$ cat src/logic/sbseq_map.svh
// sbseq_map.svh - timing counts and constant codes for the standby boot pair
// assumes: included by bare name from the package and the design modules
`ifndef SBSEQ_MAP_SVH
`define SBSEQ_MAP_SVH

// ------------------------------------------------------------------
// timing
// ------------------------------------------------------------------
`define SBSEQ_CLK_PERIOD_NS 10
`define SBSEQ_SYNC_STAGES   2
`define SBSEQ_HOLD_NS       1000
`define SBSEQ_HOLD_CYC      ((`SBSEQ_HOLD_NS + `SBSEQ_CLK_PERIOD_NS - 1) / `SBSEQ_CLK_PERIOD_NS)

// ------------------------------------------------------------------
// identity check result codes
// ------------------------------------------------------------------
`define SBSEQ_ID_PENDING    2'h0
`define SBSEQ_ID_PASS       2'h1
`define SBSEQ_ID_FAIL       2'h2
`define SBSEQ_ID_ABSENT     2'h3

`endif

$ cat src/logic/sbseq_pkg.sv
// sbseq_pkg.sv - types shared by both ends of the standby boot link
// assumes: compiled before the interface and the modules
`include "sbseq_map.svh"

package sbseq_pkg;

    // module end sequencer states, one-hot
    typedef enum logic [7:0]
    {
        SBSEQ_M_IDLE  = 8'b0000_0001,
        SBSEQ_M_BOOT  = 8'b0000_0010,
        SBSEQ_M_CHECK = 8'b0000_0100,
        SBSEQ_M_STBY  = 8'b0000_1000,
        SBSEQ_M_RSTR  = 8'b0001_0000,
        SBSEQ_M_SOFT  = 8'b0010_0000,
        SBSEQ_M_ON    = 8'b0100_0000,
        SBSEQ_M_HALT  = 8'b1000_0000
    } sbseq_mst_e;

    // host end sequencer states, one-hot
    typedef enum logic [5:0]
    {
        SBSEQ_H_OFF   = 6'b00_0001,
        SBSEQ_H_AUX   = 6'b00_0010,
        SBSEQ_H_RDY   = 6'b00_0100,
        SBSEQ_H_S5    = 6'b00_1000,
        SBSEQ_H_ON    = 6'b01_0000,
        SBSEQ_H_WAIT  = 6'b10_0000
    } sbseq_hst_e;

    typedef logic [1:0] sbseq_id_t;

endpackage

$ cat src/logic/sbseq_if.sv
// sbseq_if.sv - connector signals between control module and host board
// assumes: presence loop a driven by the module from synchronised loop b
`timescale 1ns/1ns
`default_nettype none

interface sbseq_if;
    logic presence_loop_a;              // host pulls up; low = module present
    logic presence_loop_b_grounded;     // host grounds second loop line
    logic module_standby_enable_out;    // module -> host, active high
    logic host_standby_ready_in;        // host -> module, active high
    logic module_standby_reset_out_low; // module -> host, active low
    logic soft_off_grant;               // module -> host, virtual grant bit
    logic power_on_grant;               // module -> host
    logic cover_open_input_low;         // host -> module, low = intruded
    logic uart0_m2h;                    // console, no flow control
    logic uart0_h2m;
    logic uart1_m2h;
    logic uart1_h2m;

    modport control_module
    (
        input  presence_loop_b_grounded,
        output presence_loop_a,
        output module_standby_enable_out,
        input  host_standby_ready_in,
        output module_standby_reset_out_low,
        output soft_off_grant,
        output power_on_grant,
        input  cover_open_input_low,
        output uart0_m2h,
        input  uart0_h2m,
        output uart1_m2h,
        input  uart1_h2m
    );

    modport host_processor_board
    (
        input  presence_loop_a,
        output presence_loop_b_grounded,
        input  module_standby_enable_out,
        output host_standby_ready_in,
        input  module_standby_reset_out_low,
        input  soft_off_grant,
        input  power_on_grant,
        output cover_open_input_low,
        input  uart0_m2h,
        output uart0_h2m,
        input  uart1_m2h,
        output uart1_h2m
    );
endinterface

`default_nettype wire

$ cat src/logic/sbseq_sync.sv
// sbseq_sync.sv - multi-stage level synchroniser
// assumes: one clock, synchronous active-low reset
`timescale 1ns/1ns
`default_nettype none

module sbseq_sync
#(
    parameter int   STAGES = 2,
    parameter logic RST_VAL = 1'b0
)
(
    input  wire logic i_clk_sys, // system clock
    input  wire logic i_reset_n, // sync reset, active low
    input  wire logic i_async,   // raw level
    output logic      o_sync     // synchronised level
);
    logic [STAGES-1:0] chain_q;

    // shift chain; only the last stage is read outside
    always_ff @(posedge i_clk_sys)
    begin
        if (!i_reset_n)
            chain_q <= {STAGES{RST_VAL}};
        else
            chain_q <= {chain_q[STAGES-2:0], i_async};
    end

    assign o_sync = chain_q[STAGES-1];
endmodule

`default_nettype wire

$ cat src/logic/sbseq_host_end.sv
// sbseq_host_end.sv - host board sequencing logic side
// assumes: board reports its aux rails and fpga status as levels
`timescale 1ns/1ns
`default_nettype none

`include "sbseq_map.svh"

module sbseq_host_end
    import sbseq_pkg::*;
#(
    parameter int SYNC_STAGES = `SBSEQ_SYNC_STAGES
)
(
    input  wire logic i_clk_sys,         // system clock
    input  wire logic i_reset_n,         // sync reset, active low
    sbseq_if.host_processor_board link,  // connector side
    input  wire logic i_aux_rails_good,  // own aux rails regulate
    input  wire logic i_fpga_configured, // config done, needed before ready
    input  wire logic i_wake_req,        // any wake source
    input  wire logic i_cover_closed,    // intrusion switch state
    input  wire logic i_uart0_tx,        // console tx
    input  wire logic i_uart1_tx,        // subsystem tx
    output logic      o_uart0_rx,        // console rx
    output logic      o_uart1_rx,        // subsystem rx
    output logic      o_module_power_en, // enable power to module
    output logic      o_aux_enable,      // standby power enable
    output logic      o_standby_reset_low, // to standby devices
    output logic      o_chipset_s5_en,   // let chipset enter soft-off
    output logic      o_host_on,         // sequence host fully on
    output sbseq_hst_e o_state           // current step
);
    // ------------------------------------------------------------------
    // state
    // ------------------------------------------------------------------
    typedef struct packed
    {
        sbseq_hst_e st;
        logic       rdy;
        logic       on;
        logic       rx0;
        logic       rx1;
    } sbseq_hstate_s;

    sbseq_hstate_s s_q;
    sbseq_hstate_s s_d;
    logic          loop_s;
    logic          en_s;
    logic          rst_s;
    logic          s5g_s;
    logic          ong_s;
    logic          present;

    // ------------------------------------------------------------------
    // synchronisers
    // ------------------------------------------------------------------
    // sync incoming levels
    sbseq_sync #(.STAGES(SYNC_STAGES), .RST_VAL(1'b1)) u_loop
    (.i_clk_sys(i_clk_sys), .i_reset_n(i_reset_n),
     .i_async(link.presence_loop_a), .o_sync(loop_s));
    sbseq_sync #(.STAGES(SYNC_STAGES), .RST_VAL(1'b0)) u_en
    (.i_clk_sys(i_clk_sys), .i_reset_n(i_reset_n),
     .i_async(link.module_standby_enable_out), .o_sync(en_s));
    sbseq_sync #(.STAGES(SYNC_STAGES), .RST_VAL(1'b0)) u_rst
    (.i_clk_sys(i_clk_sys), .i_reset_n(i_reset_n),
     .i_async(link.module_standby_reset_out_low), .o_sync(rst_s));
    sbseq_sync #(.STAGES(SYNC_STAGES), .RST_VAL(1'b0)) u_s5g
    (.i_clk_sys(i_clk_sys), .i_reset_n(i_reset_n),
     .i_async(link.soft_off_grant), .o_sync(s5g_s));
    sbseq_sync #(.STAGES(SYNC_STAGES), .RST_VAL(1'b0)) u_ong
    (.i_clk_sys(i_clk_sys), .i_reset_n(i_reset_n),
     .i_async(link.power_on_grant), .o_sync(ong_s));

    assign present = ~loop_s;

    // ------------------------------------------------------------------
    // next state
    // ------------------------------------------------------------------
    always_comb
    begin
        s_d     = s_q;
        s_d.rx0 = link.uart0_m2h;
        s_d.rx1 = link.uart1_m2h;
        unique case (s_q.st)
            SBSEQ_H_OFF:
            begin
                if (present)
                    s_d.st = SBSEQ_H_WAIT;
            end
            SBSEQ_H_WAIT:
            begin
                if (en_s)
                    s_d.st = SBSEQ_H_AUX;
            end
            SBSEQ_H_AUX:
            begin
                if (i_aux_rails_good && i_fpga_configured)
                begin
                    s_d.st  = SBSEQ_H_RDY;
                    s_d.rdy = 1'b1;
                end
            end
            SBSEQ_H_RDY:
            begin
                if (rst_s && s5g_s)
                    s_d.st = SBSEQ_H_S5;
            end
            SBSEQ_H_S5:
            begin
                if (ong_s && i_wake_req)
                begin
                    s_d.st = SBSEQ_H_ON;
                    s_d.on = 1'b1;
                end
            end
            SBSEQ_H_ON:
            begin
                s_d.st = SBSEQ_H_ON;
            end
            default:
            begin
                s_d.st = SBSEQ_H_OFF;
            end
        endcase
        if (!present)
        begin
            s_d.st  = SBSEQ_H_OFF;
            s_d.rdy = 1'b0;
            s_d.on  = 1'b0;
        end
    end

    // ------------------------------------------------------------------
    // registers
    // ------------------------------------------------------------------
    always_ff @(posedge i_clk_sys)
    begin
        if (!i_reset_n)
        begin
            s_q     <= '0;
            s_q.st  <= SBSEQ_H_OFF;
            s_q.rx0 <= 1'b1;
            s_q.rx1 <= 1'b1;
        end
        else
            s_q <= s_d;
    end

    // ------------------------------------------------------------------
    // outputs
    // ------------------------------------------------------------------
    assign link.presence_loop_b_grounded = 1'b0;
    assign link.host_standby_ready_in    = s_q.rdy;
    assign link.cover_open_input_low     = i_cover_closed;
    assign link.uart0_h2m    = i_uart0_tx;
    assign link.uart1_h2m    = i_uart1_tx;
    assign o_uart0_rx        = s_q.rx0;
    assign o_uart1_rx        = s_q.rx1;
    assign o_module_power_en = present;
    assign o_aux_enable      = present & en_s;
    assign o_standby_reset_low = rst_s;
    assign o_chipset_s5_en   = (s_q.st == SBSEQ_H_S5) | (s_q.st == SBSEQ_H_ON);
    assign o_host_on         = s_q.on;
    assign o_state           = s_q.st;
endmodule

`default_nettype wire

$ cat src/flat_wrapper.sv
// flat-port wrapper written by rule: the top's interface ports become plain ports
module sbseq_host_end_flat import sbseq_pkg::*;
#(
    parameter int SYNC_STAGES = `SBSEQ_SYNC_STAGES
)
  (i_clk_sys, i_reset_n, i_aux_rails_good, i_fpga_configured, i_wake_req, i_cover_closed, i_uart0_tx, i_uart1_tx, o_uart0_rx, o_uart1_rx, o_module_power_en, o_aux_enable, o_standby_reset_low, o_chipset_s5_en, o_host_on, o_state, link_presence_loop_a, link_presence_loop_b_grounded, link_module_standby_enable_out, link_host_standby_ready_in, link_module_standby_reset_out_low, link_soft_off_grant, link_power_on_grant, link_cover_open_input_low, link_uart0_m2h, link_uart0_h2m, link_uart1_m2h, link_uart1_h2m);
  sbseq_if link_i ();
  input  wire logic i_clk_sys;
  input  wire logic i_reset_n;
  input  wire logic i_aux_rails_good;
  input  wire logic i_fpga_configured;
  input  wire logic i_wake_req;
  input  wire logic i_cover_closed;
  input  wire logic i_uart0_tx;
  input  wire logic i_uart1_tx;
  output logic o_uart0_rx;
  output logic o_uart1_rx;
  output logic o_module_power_en;
  output logic o_aux_enable;
  output logic o_standby_reset_low;
  output logic o_chipset_s5_en;
  output logic o_host_on;
  output sbseq_hst_e o_state;
  input wire logic [$bits(link_i.presence_loop_a)-1:0] link_presence_loop_a;
  output wire logic [$bits(link_i.presence_loop_b_grounded)-1:0] link_presence_loop_b_grounded;
  input wire logic [$bits(link_i.module_standby_enable_out)-1:0] link_module_standby_enable_out;
  output wire logic [$bits(link_i.host_standby_ready_in)-1:0] link_host_standby_ready_in;
  input wire logic [$bits(link_i.module_standby_reset_out_low)-1:0] link_module_standby_reset_out_low;
  input wire logic [$bits(link_i.soft_off_grant)-1:0] link_soft_off_grant;
  input wire logic [$bits(link_i.power_on_grant)-1:0] link_power_on_grant;
  output wire logic [$bits(link_i.cover_open_input_low)-1:0] link_cover_open_input_low;
  input wire logic [$bits(link_i.uart0_m2h)-1:0] link_uart0_m2h;
  output wire logic [$bits(link_i.uart0_h2m)-1:0] link_uart0_h2m;
  input wire logic [$bits(link_i.uart1_m2h)-1:0] link_uart1_m2h;
  output wire logic [$bits(link_i.uart1_h2m)-1:0] link_uart1_h2m;
  assign link_i.presence_loop_a = link_presence_loop_a;
  assign link_presence_loop_b_grounded = link_i.presence_loop_b_grounded;
  assign link_i.module_standby_enable_out = link_module_standby_enable_out;
  assign link_host_standby_ready_in = link_i.host_standby_ready_in;
  assign link_i.module_standby_reset_out_low = link_module_standby_reset_out_low;
  assign link_i.soft_off_grant = link_soft_off_grant;
  assign link_i.power_on_grant = link_power_on_grant;
  assign link_cover_open_input_low = link_i.cover_open_input_low;
  assign link_i.uart0_m2h = link_uart0_m2h;
  assign link_uart0_h2m = link_i.uart0_h2m;
  assign link_i.uart1_m2h = link_uart1_m2h;
  assign link_uart1_h2m = link_i.uart1_h2m;
  sbseq_host_end #(.SYNC_STAGES(SYNC_STAGES)) u_core (.i_clk_sys(i_clk_sys), .i_reset_n(i_reset_n), .link(link_i), .i_aux_rails_good(i_aux_rails_good), .i_fpga_configured(i_fpga_configured), .i_wake_req(i_wake_req), .i_cover_closed(i_cover_closed), .i_uart0_tx(i_uart0_tx), .i_uart1_tx(i_uart1_tx), .o_uart0_rx(o_uart0_rx), .o_uart1_rx(o_uart1_rx), .o_module_power_en(o_module_power_en), .o_aux_enable(o_aux_enable), .o_standby_reset_low(o_standby_reset_low), .o_chipset_s5_en(o_chipset_s5_en), .o_host_on(o_host_on), .o_state(o_state));
endmodule
$ cat config.mk
export PLATFORM = sky130hd
export DESIGN_NAME = sbseq_host_end_flat
export DESIGN_NICKNAME = d
export VERILOG_FILES = /design/src/logic/sbseq_pkg.sv /design/src/logic/sbseq_if.sv /design/src/logic/sbseq_sync.sv /design/src/logic/sbseq_host_end.sv /design/src/flat_wrapper.sv
export VERILOG_INCLUDE_DIRS = /design/src /design/src/logic
export SDC_FILE = /design/constraint.sdc
export NUM_CORES = 1
export LEC_CHECK = 0
export BUFFER_PORTS_ARGS = -buffer_cell sky130_fd_sc_hd__buf_2
export CAP_MARGIN = 20
export CORE_ASPECT_RATIO = 1.25
export CORE_MARGIN = 2
export CORE_UTILIZATION = 40
export DETAILED_ROUTE_END_ITERATION = 8
export PLACE_DENSITY = 0.69
export RECOVER_POWER = 50
export SLEW_MARGIN = 10
export SYNTH_ARGS = -nofsm -noshare
export SYNTH_HDL_FRONTEND = slang
export SYNTH_SLANG_ARGS = --single-unit
$ cat constraint.sdc
create_clock -name i_clk_sys -period 1.55 [get_ports i_clk_sys]
set_input_delay 0.0775 -clock i_clk_sys [delete_from_list [all_inputs] [get_ports i_clk_sys]]
set_output_delay 0.0775 -clock i_clk_sys [all_outputs]
set_load 0.01 [all_outputs]
==> metrics.cfg <==
[final_layout]
diodes=0
fin_nets=135
instances_no_fill=139
drive_above_1_share_pct=35.3
fin_area_sq_um=1070
syn2layout_area_growth_pct=34.8
fin_util_pct=55.8

[worst_setup_path]
crit_required_ns=1.47
crit_path_max_incr_delay_ns=0.54
crit_path_max_fanout=5
crit_path_cell_trace=or4_4 -> nor2_2 -> buf_2
ff2ff_setup_slack_ns=0.09
path_buf_inv=1
arrival_ns=1.42
timing.rr.end=u_core.o_state[4]
end_kind=primary output
r2r_start=u_core.o_state[0]
crit_type=flop to primary output
crit_path_top_delay_cell=or4_4
start_kind=flop
crit_family=simple AND/OR/NAND/NOR gates
r2r_cells=4

[timing]
fin_hold_ws_ns=0.0527
period_needed_ns=1.49
timing.fmax_mhz=670
final_hold_viol_count=0
setup-tns-final_ns=0
fin_crit_sh_pct=96.3
finClkSkew_ns=0.000534
setup_ws_ns=0.0573
setup_viol=0
rsz0062_at_grt=yes
final_max_slew_viol_count=0

[detailed_routing]
drc=0
wl_per_cell_microns=11.8
num_vias=682
avgViaCountPerCell=4.91
routed_wl_microns=1640
drt_iter0_drc=9
ant_nets=0
drt-pass1-iter-count=3

[placed_design]
port_buffers=25
placed_cell_area_sq_um=908
place_congestion=0.894
placed_cells=122
hpwlAfterDp_microns=1090
dp_slack_ns=0.184

[pwr]
powerDensity_nw_per_um2=841
power_mw=0.897
leakagePower_nw=0.457
ir_drop_v=0.000723

[floorplanning]
core_sq_um=1910
io_pins=33
fp.dieH_microns=53.8
dieArea_sq_um=2350
rows=18
dieWidth_microns=43.8
start_util_pct=41.4

[clock_tree]
cts_sinks=20
htree_levels=1
root_buffer=clkbuf_4
worstSkewPairLatency_ns=0.29
clockBufferDepth=2
cts_tree=built
cts_inserted_buffers=3
path_clk_slew_ns=0.10

[yosys]
synth_common_cells=dfxtp_1, and2_1, a21oi_1, nand2b_1
yosys.area.top_type=dfxtp_1
ys.warnings.count=0
ys_seq_area_share_pct=50.6
avgSynthCellArea_sq_um=9.54
synth.most_common_cell=dfxtp_1
postSynthCellCount=83
synth.net_count=98
synth.area.top_cells=dfxtp_1, and2_1, nand2b_1
ys_ff_latch=20
synthArstFlopShare_pct=0
synth_cell_types=29
synth_edf_count=0
yosys_most_used_dff=dfxtp_1
yosys.area.top_type_share_pct=50.6
syn_area_sq_um=792

[status]
status=completed

[grt]
antenna_found_initial=0
grt_first_pass_wirelength_microns=2590
overflow=0
grt_start_max_net_pins=14
grt_pass1_vias=637
track_usage_pct=15.1

[min_path]
whs_endpoint=u_core.u_loop.chain_q[0]
holdCritPathClass=input port to flop
min_from=i_reset_n
whs_path_depth=2

[run]
max_cap_viol_count=0

[cell usage in the layout, fill, tap and decap left out, types with 2 or more instances in the layout]
cell type,count
a21oi_1,5
dfxtp_4,2
nor2b_1,4
nor4_1,4
nand2_1,3
clkbuf_1,3
clkbuf_4,3
dlygate4sd3_1,7
and2_1,7
nand3_1,3
nand4_1,2
dfxtp_1,17
inv_1,3
buf_2,22
buf_4,9
nand2b_1,5
[worst max-delay path by stage]
stage	startpoint	to	slack (ns)	depth (start not counted)
6_report	u_core.o_state[0]	o_chipset_s5_en	0.06	3
3_3_place_gp	u_core.o_state[0]	u_core.o_state[4]	0.22	3
3_5_place_dp	u_core.o_state[0]	u_core.o_state[4]	0.18	3
5_1_grt	u_core.o_state[0]	o_chipset_s5_en	-0.01	3
4_1_cts	u_core.o_state[5]	o_chipset_s5_en	0.006	3
2_1_floorplan	u_core.o_state[0]	u_core.o_state[4]	0.18	4
[where the power goes]
| part | total [mW] | switching, mW | internal (mW) |
|---|---|---|---|
| sequential | 0.534 | 0.00671 | 0.527 |
| combinational | 0.0709 | 0.0277 | 0.0433 |
| clock | 0.292 | 0.149 | 0.143 |
| total | 0.897 | 0.183 | 0.714 |
[flip-flops by register name (all words and copies together), names as in the netlist]
signal / cells
u_core.o_state: 6
u_core.u_en.chain_q: 2
u_core.u_loop.chain_q: 2
u_core.u_ong.chain_q: 2
u_core.u_rst.chain_q: 2
u_core.u_s5g.chain_q: 2
u_core.link.host_standby_ready_in: 1
u_core.o_host_on: 1
u_core.o_uart0_rx: 1
u_core.o_uart1_rx: 1
[layer usage]
metal	wire length [microns]	global-route usage [%]	vias up
li1	-	-	352
met1	724	16.8	294
met2	766	24.5	30
met3	99	2.68	6
met4	48	13.1	0
met5	0	0	-
[layout make-up]
type                    count  area [sq um]
repair buffers             41           259
fillers                   175           847
clock buffers               4          36.3
well taps                  20          25.0
flip-flops and latches     20           409
multi-input cells          51           327
inverters                   3          11.3
[kinds of logic after synthesis]
| kind of cell | synth area share [%] |
|---|---|
| simple gates | 32.2 |
| compound gates | 7.11 |
| buf+inv | 8.53 |
| flops | 50.6 |
| other cells | 0.473 |
| xor+xnor | 1.11 |
[repair_timing]
| action | 4_1_cts | 5_1_grt |
|---|---|---|
| endpoints found under the hold margin | 7 | 0 |
| hold buffers | 7 | 0 |
| gates resized for setup | 2 | 4 |
| pin swaps | 0 | 2 |
| setup buffers | 0 | 6 |
| endpoints found under the setup margin | 1 | 1 |
| gates cloned | 0 | 0 |
(Power assumes the default switching activity.)
